File: config.mk
export PLATFORM = sky130hd
export DESIGN_NAME = lcm_device_flat
export DESIGN_NICKNAME = d
export VERILOG_FILES = /design/src/verilog/lcm_pkg.sv /design/src/verilog/lcm_if.sv /design/src/verilog/lcm_device.sv /design/src/flat_wrapper.sv
export SDC_FILE = /design/constraint.sdc
export NUM_CORES = 2
export LEC_CHECK = 0
export BUFFER_PORTS_ARGS = -buffer_cell sky130_fd_sc_hd__buf_2
export CORE_MARGIN = 4
export CORE_UTILIZATION = 43
export DETAILED_ROUTE_END_ITERATION = 7
export SLEW_MARGIN = 15
export SYNTH_ARGS = -nofsm -noshare
export SYNTH_HDL_FRONTEND = slang
export SYNTH_SLANG_ARGS = --single-unit
File: constraint.sdc
create_clock -name sys_clk -period 5.4 [get_ports sys_clk]
set_input_delay 1.08 -clock sys_clk [delete_from_list [all_inputs] [get_ports sys_clk]]
set_output_delay 1.08 -clock sys_clk [all_outputs]
set_load 0.05 [all_outputs]
File: src/verilog/lcm_pkg.sv
// Summary of operation
// - white current code, 0.1 mA steps, resets AFh
// - map bits 7:6 pick white duty source
// - map bits 5:4 pick red duty source
// - map bits 3:2 pick green duty source
// - map bits 1:0 pick blue duty source
// - mapping register at 70h, resets 39h
// - program memory 10h-6Fh, cleared on reset
// - decode command class from top bits
// - trigger carries wait and send masks
// - host clears config bit 6 for 256 Hz
// - host writes 00 to clock-source bits
// - host sets config bit 5 for power save
// - host configures device after power-up
// - two pins select one of four addresses
// - system feeds shared external 32 kHz clock
// - per-engine irq flags, cleared by status read
// - white direct duty register drives white output when map bits 7:6 are 00
package lcm_pkg;
    localparam logic [7:0] ADR_BLUE_PWM  = 8'h02;
    localparam logic [7:0] ADR_GREEN_PWM = 8'h03;
    localparam logic [7:0] ADR_RED_PWM   = 8'h04;
    localparam logic [7:0] ADR_CONFIG    = 8'h08;
    localparam logic [7:0] ADR_STATUS    = 8'h0c;
    localparam logic [7:0] ADR_WHITE_PWM = 8'h0e;
    localparam logic [7:0] ADR_WHITE_CUR = 8'h0f;
    localparam logic [7:0] ADR_PROG_LO   = 8'h10;
    localparam logic [7:0] ADR_PROG_HI   = 8'h6f;
    localparam logic [7:0] ADR_MAP       = 8'h70;
    localparam logic [7:0] RST_WHITE_CUR = 8'haf;
    localparam logic [7:0] RST_MAP       = 8'h39;
    localparam logic [7:0] RST_ZERO      = 8'h00;
    localparam int         PROG_BYTES    = 96;
    localparam int         ENG_WORDS     = 16;
    localparam int         CFG_FAST_BIT  = 6;
    localparam int         CFG_PSAVE_BIT = 5;
    localparam logic [1:0] CLK_SRC_EXT   = 2'h0;
    localparam logic [2:0] OP_BRANCH     = 3'h5;
    localparam logic [2:0] OP_END        = 3'h6;
    localparam logic [2:0] OP_TRIGGER    = 3'h7;
    localparam logic [6:0] BUS_ADDR_BASE = 7'h30; // arbitrary base
    // controller registers on wishbone (word addresses)
    localparam logic [3:0] WB_CTRL       = 4'h0;
    localparam logic [3:0] WB_ADDR       = 4'h1;
    localparam logic [3:0] WB_WDATA      = 4'h2;
    localparam logic [3:0] WB_RDATA      = 4'h3;
    localparam logic [3:0] WB_STAT       = 4'h4;
    localparam logic [3:0] WB_SEL        = 4'h5;
    typedef enum logic [7:0] {
        CMD_GOSTART = 8'h01, CMD_RAMP_OR_WAIT_COMMAND = 8'h02, CMD_SETPWM = 8'h04,
        CMD_BRANCH  = 8'h08, CMD_END      = 8'h10, CMD_TRIGGER = 8'h20,
        CMD_ILLEGAL = 8'h40
    } lcm_cmd_t;
    function automatic lcm_cmd_t decode_cmd(input logic [15:0] w);
        if (w == 16'h0000) return CMD_GOSTART;
        else if (!w[15] && w[14] && w[13:8] == 6'h00) return CMD_SETPWM;
        else if (!w[15]) return CMD_RAMP_OR_WAIT_COMMAND;
        else if (w[15:13] == OP_BRANCH) return CMD_BRANCH;
        else if (w[15:13] == OP_END) return CMD_END;
        else if (w[15:13] == OP_TRIGGER) return CMD_TRIGGER;
        else return CMD_ILLEGAL;
    endfunction : decode_cmd
endpackage : lcm_pkg

File: src/verilog/lcm_if.sv
`timescale 1ns/1ps
// register-level link: one access per req/ack pair, chip address carried along
interface lcm_if;
    logic       req;     // host request, held until ack
    logic       we;      // write
    logic [6:0] chipAdr; // bus address of target
    logic [7:0] adr;     // register address
    logic [7:0] wdata;   // write data
    logic       ack;     // device answer, one cycle
    logic       ackOe;   // device drives ack/rdata
    logic [7:0] rdata;   // read data
    modport host (output req, we, chipAdr, adr, wdata, input ack, ackOe, rdata);
    modport dev  (input req, we, chipAdr, adr, wdata, output ack, ackOe, rdata);
endinterface : lcm_if

File: src/verilog/lcm_device.sv
// Our own choice: the Wishbone slave port.
`timescale 1ns/1ps
module lcm_device #(
    parameter int TICK_DIV = 4 // system cycles per engine step
) (
    input  wire logic sys_clk,  // clock
    input  wire logic rst_n,    // sync reset
    lcm_if.dev        link,     // register link
    input  wire logic busAddressPin0, // address select 0
    input  wire logic busAddressPin1, // address select 1
    output logic [7:0] whiteDuty, // duty per output
    output logic [7:0] redDuty,
    output logic [7:0] greenDuty,
    output logic [7:0] blueDuty,
    output logic [7:0] whiteCurrent, // current code
    output logic [7:0] configBits,   // config register
    output logic [2:0] engineRunning // engine run states
);
    // tick counter is 8 bits wide
    if (TICK_DIV < 1 || TICK_DIV > 256) begin : g_bad_tick
        $error("TICK_DIV out of range");
    end
    typedef struct packed {
        logic [7:0]  cur;
        logic [7:0]  map;
        logic [7:0]  cfg;
        logic [3:0][7:0] dpwm; // 0 blue,1 green,2 red,3 white
        logic [lcm_pkg::PROG_BYTES-1:0][7:0] mem;
        logic [2:0]  irq;
        logic [2:0]  run;
        logic [2:0][3:0] pc;
        logic [2:0][7:0] epwm;
        logic [2:0][5:0] loops;
        logic [7:0]  tick;
        logic        ack;
        logic [7:0]  rdata;
    } lcm_dev_t;
    lcm_dev_t s_r, s_nxt;
    logic [6:0] myAdr;
    logic       hit;
    assign myAdr = lcm_pkg::BUS_ADDR_BASE | {5'h00, busAddressPin1, busAddressPin0};
    assign hit = link.req && !s_r.ack && link.chipAdr == myAdr;
    function automatic logic [7:0] pick(input logic [1:0] sel, input logic [7:0] direct,
                                        input logic [2:0][7:0] e);
        if (sel == 2'h0) return direct;
        else return e[sel - 2'h1];
    endfunction : pick
    always_comb begin
        logic [7:0] a;
        logic [15:0] w;
        int i;
        a = link.adr;
        w = 16'h0000;
        i = 0;
        s_nxt = s_r;
        s_nxt.ack = 1'b0;
        // engine step each tick, one command per engine
        s_nxt.tick = (s_r.tick == 8'(TICK_DIV - 1)) ? 8'h00 : s_r.tick + 8'h01;
        if (s_r.tick == 8'h00) begin
            for (i = 0; i < 3; i++) begin
                w = {s_r.mem[i*32 + 2*s_r.pc[i]], s_r.mem[i*32 + 2*s_r.pc[i] + 1]};
                if (s_r.run[i]) begin
                    s_nxt.pc[i] = s_r.pc[i] + 4'h1;
                    case (lcm_pkg::decode_cmd(w))
                        lcm_pkg::CMD_GOSTART: s_nxt.pc[i] = 4'h0;
                        lcm_pkg::CMD_SETPWM: s_nxt.epwm[i] = w[7:0];
                        lcm_pkg::CMD_RAMP_OR_WAIT_COMMAND: begin
                            // sign at bit 7, increment count in bits 6:0
                            if (w[6:0] != 7'h00)
                                s_nxt.epwm[i] = w[7] ? s_r.epwm[i] - 8'h01
                                                     : s_r.epwm[i] + 8'h01;
                        end
                        lcm_pkg::CMD_BRANCH: begin
                            if (w[12:7] == 6'h00 || s_r.loops[i] + 6'h01 < w[12:7]) begin
                                s_nxt.loops[i] = s_r.loops[i] + 6'h01;
                                s_nxt.pc[i] = w[3:0];
                            end else s_nxt.loops[i] = 6'h00;
                        end
                        lcm_pkg::CMD_END: begin
                            s_nxt.run[i] = 1'b0;
                            if (w[12]) s_nxt.irq[i] = 1'b1;
                            if (w[11]) s_nxt.pc[i] = 4'h0;
                        end
                        lcm_pkg::CMD_TRIGGER: begin
                            // no partner engines here: wait mask w[12:7] ignored
                        end
                        default: s_nxt.run[i] = 1'b0;
                    endcase
                end
            end
        end
        if (hit) begin
            s_nxt.ack = 1'b1;
            s_nxt.rdata = 8'h00;
            if (link.we) begin
                if (a == lcm_pkg::ADR_WHITE_CUR) s_nxt.cur = link.wdata;
                else if (a == lcm_pkg::ADR_MAP) s_nxt.map = link.wdata;
                else if (a == lcm_pkg::ADR_CONFIG) s_nxt.cfg = link.wdata;
                else if (a == lcm_pkg::ADR_BLUE_PWM) s_nxt.dpwm[0] = link.wdata;
                else if (a == lcm_pkg::ADR_GREEN_PWM) s_nxt.dpwm[1] = link.wdata;
                else if (a == lcm_pkg::ADR_RED_PWM) s_nxt.dpwm[2] = link.wdata;
                else if (a == lcm_pkg::ADR_WHITE_PWM) s_nxt.dpwm[3] = link.wdata;
                else if (a >= lcm_pkg::ADR_PROG_LO && a <= lcm_pkg::ADR_PROG_HI)
                    s_nxt.mem[a - lcm_pkg::ADR_PROG_LO] = link.wdata;
                // engine start: write nonzero to status runs engines in bits 2:0
                else if (a == lcm_pkg::ADR_STATUS) s_nxt.run = link.wdata[2:0];
            end else begin
                if (a == lcm_pkg::ADR_WHITE_CUR) s_nxt.rdata = s_r.cur;
                else if (a == lcm_pkg::ADR_MAP) s_nxt.rdata = s_r.map;
                else if (a == lcm_pkg::ADR_CONFIG) s_nxt.rdata = s_r.cfg;
                else if (a == lcm_pkg::ADR_BLUE_PWM) s_nxt.rdata = s_r.dpwm[0];
                else if (a == lcm_pkg::ADR_GREEN_PWM) s_nxt.rdata = s_r.dpwm[1];
                else if (a == lcm_pkg::ADR_RED_PWM) s_nxt.rdata = s_r.dpwm[2];
                else if (a == lcm_pkg::ADR_WHITE_PWM) s_nxt.rdata = s_r.dpwm[3];
                else if (a >= lcm_pkg::ADR_PROG_LO && a <= lcm_pkg::ADR_PROG_HI)
                    s_nxt.rdata = s_r.mem[a - lcm_pkg::ADR_PROG_LO];
                else if (a == lcm_pkg::ADR_STATUS) begin
                    // flag order: engine 1 at bit 2
                    s_nxt.rdata = {5'h00, s_r.irq[0], s_r.irq[1], s_r.irq[2]};
                    // a flag set this very cycle survives the clear
                    s_nxt.irq = s_nxt.irq & ~s_r.irq;
                end
            end
        end
    end
    always_ff @(posedge sys_clk) begin
        if (!rst_n) begin
            s_r <= '0;
            s_r.cur <= lcm_pkg::RST_WHITE_CUR;
            s_r.map <= lcm_pkg::RST_MAP;
        end else s_r <= s_nxt;
    end
    assign link.ack = s_r.ack;
    assign link.ackOe = s_r.ack;
    assign link.rdata = s_r.rdata;
    assign whiteDuty = pick(s_r.map[7:6], s_r.dpwm[3], s_r.epwm);
    assign redDuty   = pick(s_r.map[5:4], s_r.dpwm[2], s_r.epwm);
    assign greenDuty = pick(s_r.map[3:2], s_r.dpwm[1], s_r.epwm);
    assign blueDuty  = pick(s_r.map[1:0], s_r.dpwm[0], s_r.epwm);
    assign whiteCurrent = s_r.cur;
    assign configBits = s_r.cfg;
    assign engineRunning = s_r.run;
endmodule : lcm_device

File: src/flat_wrapper.sv
// flat-port wrapper written by rule: the top's interface ports become plain ports
module lcm_device_flat 
#(
    parameter int TICK_DIV = 4                                 
)
  (sys_clk, rst_n, busAddressPin0, busAddressPin1, whiteDuty, redDuty, greenDuty, blueDuty, whiteCurrent, configBits, engineRunning, link_req, link_we, link_chipAdr, link_adr, link_wdata, link_ack, link_ackOe, link_rdata);
  lcm_if link_i ();
  input  wire logic sys_clk;
  input  wire logic rst_n;
  input  wire logic busAddressPin0;
  input  wire logic busAddressPin1;
  output logic [7:0] whiteDuty;
  output logic [7:0] redDuty;
  output logic [7:0] greenDuty;
  output logic [7:0] blueDuty;
  output logic [7:0] whiteCurrent;
  output logic [7:0] configBits;
  output logic [2:0] engineRunning;
  input wire logic [$bits(link_i.req)-1:0] link_req;
  input wire logic [$bits(link_i.we)-1:0] link_we;
  input wire logic [$bits(link_i.chipAdr)-1:0] link_chipAdr;
  input wire logic [$bits(link_i.adr)-1:0] link_adr;
  input wire logic [$bits(link_i.wdata)-1:0] link_wdata;
  output wire logic [$bits(link_i.ack)-1:0] link_ack;
  output wire logic [$bits(link_i.ackOe)-1:0] link_ackOe;
  output wire logic [$bits(link_i.rdata)-1:0] link_rdata;
  assign link_i.req = link_req;
  assign link_i.we = link_we;
  assign link_i.chipAdr = link_chipAdr;
  assign link_i.adr = link_adr;
  assign link_i.wdata = link_wdata;
  assign link_ack = link_i.ack;
  assign link_ackOe = link_i.ackOe;
  assign link_rdata = link_i.rdata;
  lcm_device #(.TICK_DIV(TICK_DIV)) u_core (.sys_clk(sys_clk), .rst_n(rst_n), .link(link_i), .busAddressPin0(busAddressPin0), .busAddressPin1(busAddressPin1), .whiteDuty(whiteDuty), .redDuty(redDuty), .greenDuty(greenDuty), .blueDuty(blueDuty), .whiteCurrent(whiteCurrent), .configBits(configBits), .engineRunning(engineRunning));
endmodule
==> run metrics <==
status completed; cts bufs inserted 99; P per Cell Area 275.4 nW/um^2; Post-CTS Hold Buffers 0; via/cell ratio 6.486; core area ~110,000 sq um; post-synthesis mux area share 16.71%; Synth Area in XOR/XNOR 0.7053%; fillers about 11,000; number of synthesized flops with an enable pin 0; CTS sink cnt 901; Routed Antenna Nets 0; CTS tree yes; hold path depth 2; Worst Path Arrival approximately 5300 ps; Final Hold Viols 0; Routed WL 209,000 um; peak supply drop 0.2636 mV; htree depth 3; Setup violations, final 0; post-synthesis simple-gate area fraction 20.19%; drt initial violations 7,017; Post-layout nets ~5,900; final worst-path cycle share 87.82%; RSZ-0062 raised after global routing false; vias in the first global route 43,431; crit-path max FO 49; CTS root buf clkbuf_16; die footprint 118,100 sq um; pin count of the biggest net entering global routing 177; Slew Limit Fails 0; syn nets 6,076; Crit Path Category reg2reg; f_max between 200 and 250 MHz; Die X-Extent 343.6 um; Mean Syn Cell Area 8.079 sq um; sequential share of the synthesized area 37.24%; Critical Path RT 5940 ps; Max Root-Sink Buffers 3; Via Count 48,261; Slew @ Worst Pin 1191 ps; worst hold path type reg2reg; cell taking the most area after synthesis dfxtp_1; sequential cell area 18,050 sq um; synthesized area about 48,000 sq um; hpwl dp 143,900 um; main flop type after synthesis dfxtp_1; most frequent cell after synthesis nand2_1; Static Leak around 17 nW; largest family of logic cells by synthesized area simple AND/OR/NAND/NOR gates; Compound-Gate Fraction of Synth Area 19.09%; Yosys warnings 0; FP Rows 122; Final min period 4742 ps; commonest cells in the netlist nand2_1, a21oi_1, dfxtp_1; Synth Instances between 5,000 and 6,000; fraction of layout cells with a size suffix above 1 ~13%; # Post-CTS Setup Buffers 0; max-cap violations 0; initial core utilization 43.52%; Crit. End Element flip-flop; routed len/inst 28.09 um; P&R area growth vs syn 10.69%; Placer Congestion 1.037; count of cell types in the netlist 84; Register-to-Register Path Depth 9; Ports 90; sum of negative setup slack 0 ps; overall power between 10 and 15 mW; Async S/R FF share, synth 0%; first-pass GRT wire length around 300,000 um; flops & latches, synth 901; Setup crit start kind flip-flop; final global-route overflow total 0; Rel. slew slack 20.59%; clk slew on worst S/H paths 70 ps; top post-synthesis cells by area dfxtp_1, nand2_1, mux4_2; port bufs 89; GRT Util Overall between 30% and 40%; Die H 343.6 um; initial antenna violation count 8; multi-input logic area 28,180 sq um; post-cts resize count 0; fin worst setup slack 657.6 ps; Worst Skew 34.88 ps; drc violations 0; DRT Pass-1 Iters 7; clk_lat worst skew ~710 ps; post-synthesis adder-cell area fraction 1.390%; Synth top area share 37.24%; post-place setup slack approximately 410 ps
per-stage QoR:
stage | cells | cell area (sq um) | util (%) | hold WS [ps]
floorplan | 5995 | 48430 | - | 426.3
global placement | 7255 | 50120 | 45.04 | 440.5
detailed placement | 7255 | 50120 | 45.04 | 449.4
CTS | 7438 | 53600 | 48.17 | 457.8
global route | 7439 | 53610 | 48.17 | 481.4
finish | 7441 | 53610 | 48.18 | 458.6
power by group:
| group | switching (mW) | leakage [nW] | total, mW | internal (mW) |
|---|---|---|---|---|
| Sequential | 0.00286 | 7.26 | 6.65 | 6.65 |
| Clock | 2.98 | 1.71 | 7.32 | 4.34 |
| Combinational | 0.649 | 8.45 | 0.802 | 0.153 |
| Total | 3.63 | 17.4 | 14.8 | 11.1 |
flip-flops by register name, indices dropped and copies added (netlist names):
register / count
u_core.engineRunning: 3
u_core.s_r: 873
u_core.link.ack: 1
u_core.link.rdata: 8
u_core.configBits: 8
u_core.whiteCurrent: 8
logic make-up after synthesis:
logic type | count (synthesis)
and+or+nand+nor | 2413
AOI/OAI and AO/OA | 1555
DFF | 901
buffers and inverters | 541
muxes | 494
adders and majority gates | 52
xor gates and xnor gates | 39
worst max-delay path: stages (launching register included):
cell and delay, ps:
dfxtp_2 620, buf_4 680, mux4_2 470, a22o_1 320, a221oi_1 640, nand3_1 280, nor2_1 500, nand2_1 210
o211a_1 270, nor3_1 480
final timing paths:
kind / from / endpoint / slack [ps]
setup / recovery: u_core.s_r[68] / u_core.s_r[67] / 660
hold / removal: u_core.s_r[845] / u_core.s_r[845] / 460
setup reg to reg: u_core.s_r[68] / u_core.s_r[67] / 660
hold reg to reg: u_core.s_r[845] / u_core.s_r[845] / 460
per-layer routing:
| layer | global-route usage, % | vias up | wire, um |
|---|---|---|---|
| met5 | 0 | - | 77 |
| met4 | 15.19 | 12 | 10830 |
| met3 | 9.565 | 649 | 28210 |
| met2 | 50.00 | 3463 | 88270 |
| met1 | 46.74 | 23230 | 81620 |
| li1 | - | 20907 | - |
layout make-up:
class                           count  share of cell area [%]
Timing Repair Buffer              234                   3.202
Antenna cell                        3                 0.01400
Multi-Input combinational cell   4553                   52.57
Tap cell                         1488                   3.473
Clock buffer                      153                   5.657
Clock inverter                     30                  0.8402
Inverter                           79                  0.5671
Sequential cell                   901                   33.68
cells in the final DEF (no fill, tap or decap), types with 57 or more instances in the layout:
master,instances
nand3_1,77
o2bb2ai_1,57
mux2i_1,168
clkbuf_16,101
a221oi_1,94
nand2_1,1874
mux4_2,234
nor2_1,237
a21oi_1,995
inv_1,77
a22oi_1,76
o21ai_0,102
dfxtp_1,895
buf_4,142
buf_2,78
mux2_2,85
No activity file was read; power rests on OpenSTA's default activity.
